### config.mk
export PLATFORM = sky130hd
export DESIGN_NAME = idle_powerdown_control
export DESIGN_NICKNAME = d
export VERILOG_FILES = /design/src/idle_powerdown_control_pkg.sv /design/src/idle_powerdown_control.sv
export VERILOG_INCLUDE_DIRS = /design/src
export SDC_FILE = /design/constraint.sdc
export NUM_CORES = 1
export LEC_CHECK = 0
export BUFFER_PORTS_ARGS = -buffer_cell sky130_fd_sc_hd__buf_2
export CORE_ASPECT_RATIO = 0.75
export CORE_UTILIZATION = 44
export DETAILED_ROUTE_END_ITERATION = 8
export PLACE_DENSITY_LB_ADDON = 0.3
export SLEW_MARGIN = 5
export SYNTH_ARGS = -nofsm -noshare
export SYNTH_HDL_FRONTEND = slang
export SYNTH_SLANG_ARGS = --single-unit
### constraint.sdc
create_clock -name clk -period 1.8 [get_ports clk]
set_input_delay 0.27 -clock clk [delete_from_list [all_inputs] [get_ports clk]]
set_output_delay 0.27 -clock clk [all_outputs]
set_load 0.05 [all_outputs]
### src/idle_powerdown_control_cfg.svh
// Offsets, field positions, reset values and timing counts of the power control block
`ifndef IDLE_POWERDOWN_CONTROL_CFG_SVH
`define IDLE_POWERDOWN_CONTROL_CFG_SVH

`define PWR_CTRL_OFFSET   4'h0
`define PWR_STATUS_OFFSET 4'h4

`define BIT_IDLE_REQ  0
`define BIT_PD_REQ    1
`define BIT_USER_F0   2
`define BIT_USER_F1   3
`define BIT_BAUD_DBL  7

`define PWR_CTRL_RESET 8'h00
`define PWR_CTRL_WMASK 8'h8F

`define RESP_OKAY   2'h0
`define RESP_SLVERR 2'h2

// Reset hold: two machine cycles of 12 oscillator periods, one clk per period
`define RST_HOLD_PERIODS 24
`define RST_HOLD_CYCLES  (`RST_HOLD_PERIODS)

`endif

### src/idle_powerdown_control_pkg.sv
// Types shared by the power control block
package idle_powerdown_control_pkg;

  typedef enum logic [1:0] {
    ST_RUN,
    ST_IDLE,
    ST_PDOWN,
    ST_PDWAKE
  } pwr_state_t;

endpackage

### src/idle_powerdown_control.sv
// Idle and power-down sequencer with its power control register on AXI4-Lite
//
// The implementer's own choices: register access over AXI4-Lite and the register addresses.
`timescale 1ns/100ps
`default_nettype none
`include "idle_powerdown_control_cfg.svh"

module idle_powerdown_control
  import idle_powerdown_control_pkg::*;
(
  input  wire logic        clk,
  input  wire logic        rst,
  input  wire logic [3:0]  awaddr,
  input  wire logic        awvalid,
  output var  logic        awready,
  input  wire logic [31:0] wdata,
  input  wire logic [3:0]  wstrb,
  input  wire logic        wvalid,
  output var  logic        wready,
  output var  logic [1:0]  bresp,
  output var  logic        bvalid,
  input  wire logic        bready,
  input  wire logic [3:0]  araddr,
  input  wire logic        arvalid,
  output var  logic        arready,
  output var  logic [31:0] rdata,
  output var  logic [1:0]  rresp,
  output var  logic        rvalid,
  input  wire logic        rready,
  input  wire logic        resetPin,
  input  wire logic        instrDone,
  input  wire logic        irqTaken,
  input  wire logic        extIrqAEn,
  input  wire logic        extIrqBEn,
  input  wire logic        extIrqAN,
  input  wire logic        extIrqBN,
  output var  logic        coreReset,
  output var  logic        cpuClkEn,
  output var  logic        oscEnable,
  output var  logic        strobeHoldHigh,
  output var  logic        strobeHoldLow,
  output var  logic        port0Float,
  output var  logic        portHold,
  output var  logic        baudDoubler,
  output var  logic        wakeIrqA,
  output var  logic        wakeIrqB
);

  pwr_state_t  state_r;
  pwr_state_t  state_nxt;
  logic [7:0]  pwrCtrl_r;
  logic [3:0]  awAddr_r;
  logic        awHave_r;
  logic [31:0] wData_r;
  logic [3:0]  wStrb_r;
  logic        wHave_r;
  logic        wrPcon;
  logic [4:0]  rstCnt_r;
  logic        lowA_r;
  logic        lowB_r;
  logic        wakeA;
  logic        wakeB;
  logic        exitWake;

  // Register write happens once address and data are both held
  assign wrPcon = awHave_r && wHave_r && !bvalid && (awAddr_r == `PWR_CTRL_OFFSET) && wStrb_r[0];

  // Wake pins are judged on level alone, so no clock edge history is needed
  assign wakeA = extIrqAEn && !extIrqAN;
  assign wakeB = extIrqBEn && !extIrqBN;
  // Exit on the first release of a pin that was holding the wake
  assign exitWake = (lowA_r && extIrqAN) || (lowB_r && extIrqBN);

  // Reset pin filter; coreReset reloads registers only, no memory is ever cleared
  always_ff @(posedge clk)
  begin
    if (rst || !resetPin)
      rstCnt_r <= 5'h00;
    else if (rstCnt_r != 5'(`RST_HOLD_CYCLES))
      rstCnt_r <= rstCnt_r + 5'h01;
  end

  always_ff @(posedge clk)
  begin
    if (rst)
      coreReset <= 1'b1;
    else
      coreReset <= resetPin && (rstCnt_r == 5'(`RST_HOLD_CYCLES - 1)) ||
                   (coreReset && resetPin);
  end

  always_comb
  begin
    state_nxt = state_r;
    case (state_r)
      ST_RUN:
        if (instrDone && pwrCtrl_r[`BIT_PD_REQ])
          state_nxt = ST_PDOWN;
        else if (instrDone && pwrCtrl_r[`BIT_IDLE_REQ] && !irqTaken)
          state_nxt = ST_IDLE;
      ST_IDLE:
        if (irqTaken)
          state_nxt = ST_RUN;
      ST_PDOWN:
        if (wakeA || wakeB)
          state_nxt = ST_PDWAKE;
      ST_PDWAKE:
        if (exitWake)
          state_nxt = ST_RUN;
      default:
        state_nxt = ST_RUN;
    endcase
  end

  // Reset from the filtered pin ends any mode
  always_ff @(posedge clk)
  begin
    if (rst || coreReset)
      state_r <= ST_RUN;
    else
      state_r <= state_nxt;
  end

  // Which pins held the wake, to see the first release
  always_ff @(posedge clk)
  begin
    if (rst || coreReset || state_r == ST_RUN)
    begin
      lowA_r <= 1'b0;
      lowB_r <= 1'b0;
    end
    else if (state_r == ST_PDOWN || state_r == ST_PDWAKE)
    begin
      lowA_r <= (lowA_r || wakeA) && !exitWake;
      lowB_r <= (lowB_r || wakeB) && !exitWake;
    end
  end

  // Interrupt request to the interrupt controller on wake exit
  always_ff @(posedge clk)
  begin
    if (rst || coreReset)
    begin
      wakeIrqA <= 1'b0;
      wakeIrqB <= 1'b0;
    end
    else
    begin
      wakeIrqA <= state_r == ST_PDWAKE && exitWake && lowA_r;
      wakeIrqB <= state_r == ST_PDWAKE && exitWake && lowB_r;
    end
  end

  // Power control register; a software set wins over a hardware clear
  always_ff @(posedge clk)
  begin
    if (rst || coreReset)
      pwrCtrl_r <= `PWR_CTRL_RESET;
    else if (wrPcon)
      pwrCtrl_r <= wData_r[7:0] & `PWR_CTRL_WMASK;
    else if (irqTaken && state_r != ST_PDOWN && state_r != ST_PDWAKE)
      pwrCtrl_r[`BIT_IDLE_REQ] <= 1'b0;
    else if (state_r == ST_PDWAKE && exitWake)
    begin
      pwrCtrl_r[`BIT_IDLE_REQ] <= 1'b0;
      pwrCtrl_r[`BIT_PD_REQ] <= 1'b0;
    end
  end

  // Pin and clock controls follow the next state so they line up with it
  always_ff @(posedge clk)
  begin
    if (rst)
    begin
      cpuClkEn       <= 1'b1;
      oscEnable      <= 1'b1;
      strobeHoldHigh <= 1'b0;
      strobeHoldLow  <= 1'b0;
      port0Float     <= 1'b0;
      portHold       <= 1'b0;
    end
    else
    begin
      cpuClkEn       <= coreReset || state_nxt == ST_RUN;
      oscEnable      <= coreReset || state_nxt != ST_PDOWN;
      strobeHoldHigh <= !coreReset && state_nxt == ST_IDLE;
      strobeHoldLow  <= !coreReset && state_nxt == ST_PDOWN;
      port0Float     <= !coreReset && state_nxt != ST_RUN;
      portHold       <= !coreReset && state_nxt != ST_RUN;
    end
  end

  always_ff @(posedge clk)
  begin
    if (rst)
      baudDoubler <= 1'b0;
    else
      baudDoubler <= wrPcon ? wData_r[`BIT_BAUD_DBL] : !coreReset && pwrCtrl_r[`BIT_BAUD_DBL];
  end

  // AXI4-Lite write: address and data taken in either order
  always_ff @(posedge clk)
  begin
    if (rst)
    begin
      awHave_r <= 1'b0;
      awAddr_r <= 4'h0;
      awready  <= 1'b0;
    end
    else
    begin
      awready <= !awHave_r && !(awvalid && awready) && !bvalid;
      if (awvalid && awready)
      begin
        awHave_r <= 1'b1;
        awAddr_r <= awaddr;
      end
      else if (bvalid && bready)
        awHave_r <= 1'b0;
    end
  end

  always_ff @(posedge clk)
  begin
    if (rst)
    begin
      wHave_r <= 1'b0;
      wData_r <= 32'h0000_0000;
      wStrb_r <= 4'h0;
      wready  <= 1'b0;
    end
    else
    begin
      wready <= !wHave_r && !(wvalid && wready) && !bvalid;
      if (wvalid && wready)
      begin
        wHave_r <= 1'b1;
        wData_r <= wdata;
        wStrb_r <= wstrb;
      end
      else if (bvalid && bready)
        wHave_r <= 1'b0;
    end
  end

  always_ff @(posedge clk)
  begin
    if (rst)
    begin
      bvalid <= 1'b0;
      bresp  <= `RESP_OKAY;
    end
    else if (bvalid)
    begin
      if (bready)
        bvalid <= 1'b0;
    end
    else if (awHave_r && wHave_r)
    begin
      bvalid <= 1'b1;
      bresp  <= (awAddr_r == `PWR_CTRL_OFFSET || awAddr_r == `PWR_STATUS_OFFSET) ?
                `RESP_OKAY : `RESP_SLVERR;
    end
  end

  // AXI4-Lite read: one cycle from address to data
  always_ff @(posedge clk)
  begin
    if (rst)
    begin
      arready <= 1'b0;
      rvalid  <= 1'b0;
      rdata   <= 32'h0000_0000;
      rresp   <= `RESP_OKAY;
    end
    else
    begin
      arready <= !rvalid && !(arvalid && arready);
      if (arvalid && arready)
      begin
        rvalid <= 1'b1;
        rresp  <= `RESP_OKAY;
        case (araddr)
          `PWR_CTRL_OFFSET:   rdata <= {24'h00_0000, pwrCtrl_r};
          `PWR_STATUS_OFFSET: rdata <= {28'h000_0000, lowB_r, lowA_r, state_r};
          default:
          begin
            rdata <= 32'h0000_0000;
            rresp <= `RESP_SLVERR;
          end
        endcase
      end
      else if (rvalid && rready)
        rvalid <= 1'b0;
    end
  end
endmodule
`default_nettype wire

==> flow_summary.toml, run 1 <==
[synth]
yosys_warnings = 0
synth_compound_area_share_pct = 11.7
syn_area_um2 = 2050
syn_area_per_cell_um2 = 8.47
synthMuxAreaShare_pct = 2.93
synthFlopType = "dfxtp_1"
ys_ff_latch = 47
ys_seq_area_share_pct = 45.9
synth-simple-area-share_pct = 22.5
synth-async-reset-ratio_pct = 0
synth.distinct_cells = 35
synth_top_family_by_area = "simple AND/OR/NAND/NOR gates"
synth_adder_area_share_pct = 1.22
synth_xor_area_share_pct = 1.71
netlist_instances = 242
synth-edff-count = 0

[layout]
fin_cells = 344
area.growth.synth_to_final_pct = 13.6
nNetsFinal = 346
drive_gt1_share_pct = 21.6
diodes = 0

[sta]
maxSlewHeadroom_pct = 66.5
maxSlewViolCount = 0
rsz0062_at_grt = "no"
setup_tns_ns = 0
final.period_utilization_pct = 80.7
tightestPinTransition_ns = 0.503
min_period_ns = 1.45
hold_viol_final = 0
setup_viol = 0
whs_ns = 0.180
fmax_ghz = 0.688
skew_ns = 0.00830

[floorplan]
die_area_um2 = 4940
die_y_um = 61.1
fp.coreArea_um2 = 4470
die_w_um = 80.8
io_pins = 109
rows = 21
start_util_pct = 45.9

[grt]
grt_pass1_wl_um = 5980
grt_max_degree = 30
met1_usage_pct = 21.6
grt_usage_pct = 15.9
use_met3_pct = 4.15
grt_antenna_before_repair = 0
grt_pass1_vias = 1392
gr-usage-met2_pct = 24.2
top_usage_layer = "met2"
grt-ovfl-total = 0

[clock_tree]
cts_resized = 0
post_cts_buffers = 0
cts_max_path_buffers = 2
cts_buffers = 5
clock_sinks = 47
clockRootBuffer = "clkbuf_8"
clock_latency_ns = 0.30
path_clk_slew_ns = 0.09
htree_num_levels = 2
cts-hold-fix-buffers = 0
cts_tree = "done"

[detailed_routing]
postRouteAntennaNets = 0
drc_errors = 0
drt_wl_total_um = 3660
firstDrtPassIters = 4
wl_per_cell_um = 10.6
avgViaCountPerCell = 4.67
drt_iter0_markers = 55
via_count = 1607

[setup_path]
endpoint_kind = "register"
required_ns = 1.97
crit_path_max_fanout = 6
worstSetupPathType = "reg2reg"
start_kind = "register"
arrival_ns = 1.62

[power_and_ir_drop]
clkPwrFrac_pct = 36.4
powerDensity_nw_per_um2 = 939
combPwrFrac_pct = 13.7
seqPwrFrac_pct = 49.9
power.switching_mw = 0.611
irDropWorstVdd_mv = 0.493
p_total_mw = 2.19
p_leak_nw = 1.01
p_sw_share_pct = 27.9
p_int_mw = 1.58

[placement]
dp_cells = 336
globalplace.congestion = 0.711
port-buffer-count = 49
place.detailed.hpwl_um = 2650

[hold_path]
min-delay-path-class = "in2reg"

[outcome]
status = "finished clean"

[flow_run]
cap_violations = 0
==> power groups by stage <==
stage / logic (mW) / registers (mW) / clock network, mW
6_report: 0.299 / 1.09 / 0.797
5_1_grt: 0.324 / 1.10 / 0.847
4_1_cts: 0.299 / 1.09 / 0.812
3_5_place_dp: 0.298 / 1.12 / 0
3_3_place_gp: 0.297 / 1.12 / 0
2_1_floorplan: 0.258 / 1.15 / 0
==> state kept, by name (all words and copies together), names as in the netlist, 2 cells and up <==
name,count
rstCnt_r,5
state_r,2
wData_r,5
pwrCtrl_r,5
awAddr_r,4
rdata,5
==> final timing paths <==
kind / startpoint / to / slack [ns] / depth (start not counted)
worst min-delay path: arvalid / arready$_SDFF_PP0_ / 0.18 / 2
worst max-delay path: lowA_r$_SDFFE_PP0P_ / portHold$_SDFF_PP0_ / 0.35 / 4
worst min register to register: wData_r[2]$_SDFFE_PP0P_ / wData_r[2]$_SDFFE_PP0P_ / 0.46 / 2
worst max register to register: lowA_r$_SDFFE_PP0P_ / portHold$_SDFF_PP0_ / 0.35 / 4
==> synth_stat cells, drive strengths merged (3+ instances only) <==
library cell | number | area [µm²]
nand2b | 8 | 50.1
buf | 32 | 234
xor2 | 3 | 26.3
nor2 | 18 | 67.6
a21oi | 29 | 145
clkbuf | 9 | 33.8
nor3 | 11 | 60.1
dfxtp | 47 | 941
o21ai | 4 | 20.0
or3 | 3 | 28.8
mux2i | 6 | 60.1
nand3 | 15 | 75.1
inv | 5 | 18.8
nand2 | 29 | 109
==> layout make-up <==
| type | count | area [µm²] |
|---|---|---|
| Inverter | 5 | 18.8 |
| Sequential cell | 47 | 941 |
| Timing Repair Buffer | 50 | 253 |
| Clock inverter | 2 | 35.0 |
| Clock buffer | 6 | 82.6 |
| Multi-Input combinational cell | 177 | 928 |
| Fill cell | 446 | 2140 |
| Tap cell | 57 | 71.3 |
==> cell usage in the layout (no fill, tap or decap), drive strengths merged, types with 2 or more instances in the layout <==
cell and instances:
and3 2, conb 29, o21ai 4, a31oi 2, or3 3, a21oi 29
o22ai 2, nand3 15, buf 50, a2111oi 2, xor2 3, dfxtp 47
mux2i 6, inv 5, nand2 29, nand2b 8, nor2 18, clkbuf 6
ha 2, o21a 2, nor3 11
==> cells by family (layout without fill, tap and decap cells) <==
group                    count (synthesis)  in the layout
AO/OA/AOI/OAI                           43             43
XOR/XNOR                                 4              4
adder cells (fa/ha/maj)                  2              2
buffers and inverters                   46             63
flip-flops                              47             47
multiplexers                             6              6
other                                    1             29
AND/OR/NAND/NOR                         93             93
==> layer usage <==
layer / part of all wire (%) / vias to the layer above
met5: 0 / -
met4: 1.0 / 0
met3: 5.5 / 4
met2: 42 / 43
met1: 51 / 711
li1: - / 849
==> through the flow <==
stage,instance area (µm²),setup WS [ns],util [%]
3_5_place_dp,2210,0.409,49.5
4_1_cts,2330,0.374,52.2
6_report,2330,0.347,52.2
3_3_place_gp,2210,0.420,49.5
2_1_floorplan,2160,0.278,-
5_1_grt,2330,0.209,52.2
==> critical path, cell delays in order (launching register included) <==
cell and delay (ns):
dfxtp_1 0.38, a22o_1 0.28, nand2_1 0.10, a31oi_1 0.39
o21ai_0 0.17
No activity file was read; power rests on OpenSTA's default activity.
==> inputs of run 2 (changes only) <==
- CORE_UTILIZATION: 44 -> 40
- clock period: 1.8 -> 1.22 ns (I/O delays scaled with it)
==> run 2 against run 1 <==
The run now ends with negative setup slack left. Critical path depth stayed put. Sequential power is 48% higher. Power is 43% higher. Clock-buffer cell count is 1 higher. Critical path type unchanged. Critical endpoint is now pwrCtrl_r[0]$_SDFFE_PP0P_. Largest cell class is now multi-input combinational cells.
==> flow_summary.toml, run 2 (same netlist as run 1, synthesis figures left out) <==
[detailed_routing]
avgViaCountPerCell = 4.67
drt_iter0_markers = 80
firstDrtPassIters = 6
drt_wl_total_um = 4010
postRouteAntennaNets = 0
drc_errors = 0
via_count = 1694
wl_per_cell_um = 11.1

[setup_path]
required_ns = 1.41
endpoint_kind = "register"
worstSetupPathType = "reg2reg"
arrival_ns = 1.57
crit_path_max_fanout = 5
start_kind = "register"
reg2reg_depth = 4

[outcome]
violations = "negative setup slack"
status = "finished, violations left"

[clock_tree]
path_clk_slew_ns = 0.09
cts-hold-fix-buffers = 0
cts_buffers = 5
clockRootBuffer = "clkbuf_8"
htree_num_levels = 2
clock_latency_ns = 0.30
cts_tree = "done"
cts_max_path_buffers = 2
clock_sinks = 47

[power_and_ir_drop]
powerDensity_nw_per_um2 = 1240
p_leak_nw = 1.12
irDropWorstVdd_mv = 0.631
p_total_mw = 3.13

[sta]
hold_viol_final = 0
final.period_utilization_pct = 114
skew_ns = 0.00995
maxSlewViolCount = 0
rsz0062_at_grt = "yes"
min_period_ns = 1.39
setup_slack_ns = -0.166
setup_viol = 8
fmax_ghz = 0.721
setup_tns_ns = -0.987

[placement]
port-buffer-count = 49
place.detailed.hpwl_um = 2910
preCtsSetupSlack_ns = -0.163
globalplace.congestion = 0.782

[layout]
final_common_cell = "buf_2"
diodes = 0
mostFrequentLayoutCells = "buf_2 (47), dfxtp_1 (38), a21oi_1 (29), conb_1 (29), nand2_1 (27)"
multi_input_area_um2 = 1000
ff_latch_area_um2 = 955
drive_gt1_share_pct = 32.7
area.growth.synth_to_final_pct = 23.4
final_util_pct = 51.6
nNetsFinal = 362
fill_cells = 487

[floorplan]
io_pins = 109
die_y_um = 64.0
start_util_pct = 41.9
rows = 22
die_w_um = 84.7
fp.coreArea_um2 = 4900
die_area_um2 = 5420

[hold_path]
worst_hold_path.num_cells = 2
min-delay-path-class = "in2reg"

[grt]
grt-ovfl-total = 0
grt_pass1_wl_um = 6530
grt_usage_pct = 15.1
grt_antenna_before_repair = 0
grt_max_degree = 19
grt_pass1_vias = 1457

[flow_run]
cap_violations = 0
[run 2: per-layer routing]
metal	GRT usage [%]	share of wire [%]	vias to the layer above
li1	-	-	877
met2	22.9	44	42
met4	5.08	0.25	0
met5	0	0	-
met1	21.1	51	773
met3	3.75	4.6	2
[run 2: stage by stage]
stage / cells / cell area, µm² / hold WS, ns
after floorplan: 270 / 2170 / 0.279
after global placement: 351 / 2320 / 0.398
after detailed placement: 351 / 2320 / 0.397
after CTS: 359 / 2430 / 0.0821
after global routing: 363 / 2530 / 0.0832
final: 363 / 2530 / 0.0863
[run 2: worst paths after layout]
kind                            start                        end  slack [ns]
max          awAddr_r[1]$_SDFFE_PP0P_  pwrCtrl_r[0]$_SDFFE_PP0P_       -0.17
min                           arvalid         arready$_SDFF_PP0_        0.09
max reg2reg  awAddr_r[1]$_SDFFE_PP0P_  pwrCtrl_r[0]$_SDFFE_PP0P_       -0.17
min reg2reg       rvalid$_SDFFE_PP0P_         arready$_SDFF_PP0_        0.45
[run 2: final cells by class]
| cell class | instances | share of cell area [%] |
|---|---|---|
| tap | 60 | 2.97 |
| multi-input combinational | 177 | 39.5 |
| sequential | 47 | 37.7 |
| timing repair buffer | 66 | 14.9 |
| clock inverter | 1 | 0.297 |
| inverter | 5 | 0.742 |
| clock buffer | 7 | 3.81 |
[run 2: power breakdown]
group,leakage (nW),internal [mW],switching (mW)
logic,0.683,0.110,0.369
registers,0.385,1.58,0.0355
clock network,0.0505,0.516,0.520
[run 2: worst max-delay path: stages (launching register included)]
cell and delay, ns:
dfxtp_2 0.33, or3_4 0.38, or3_4 0.42, nand4_1 0.09
a21oi_1 0.07
[run 2: repair_timing]
item / in CTS / in global routing
setup endpoints to repair: 6 / 17
resized for setup: 3 / 19
pin swaps: 0 / 4
setup buffers: 0 / 4
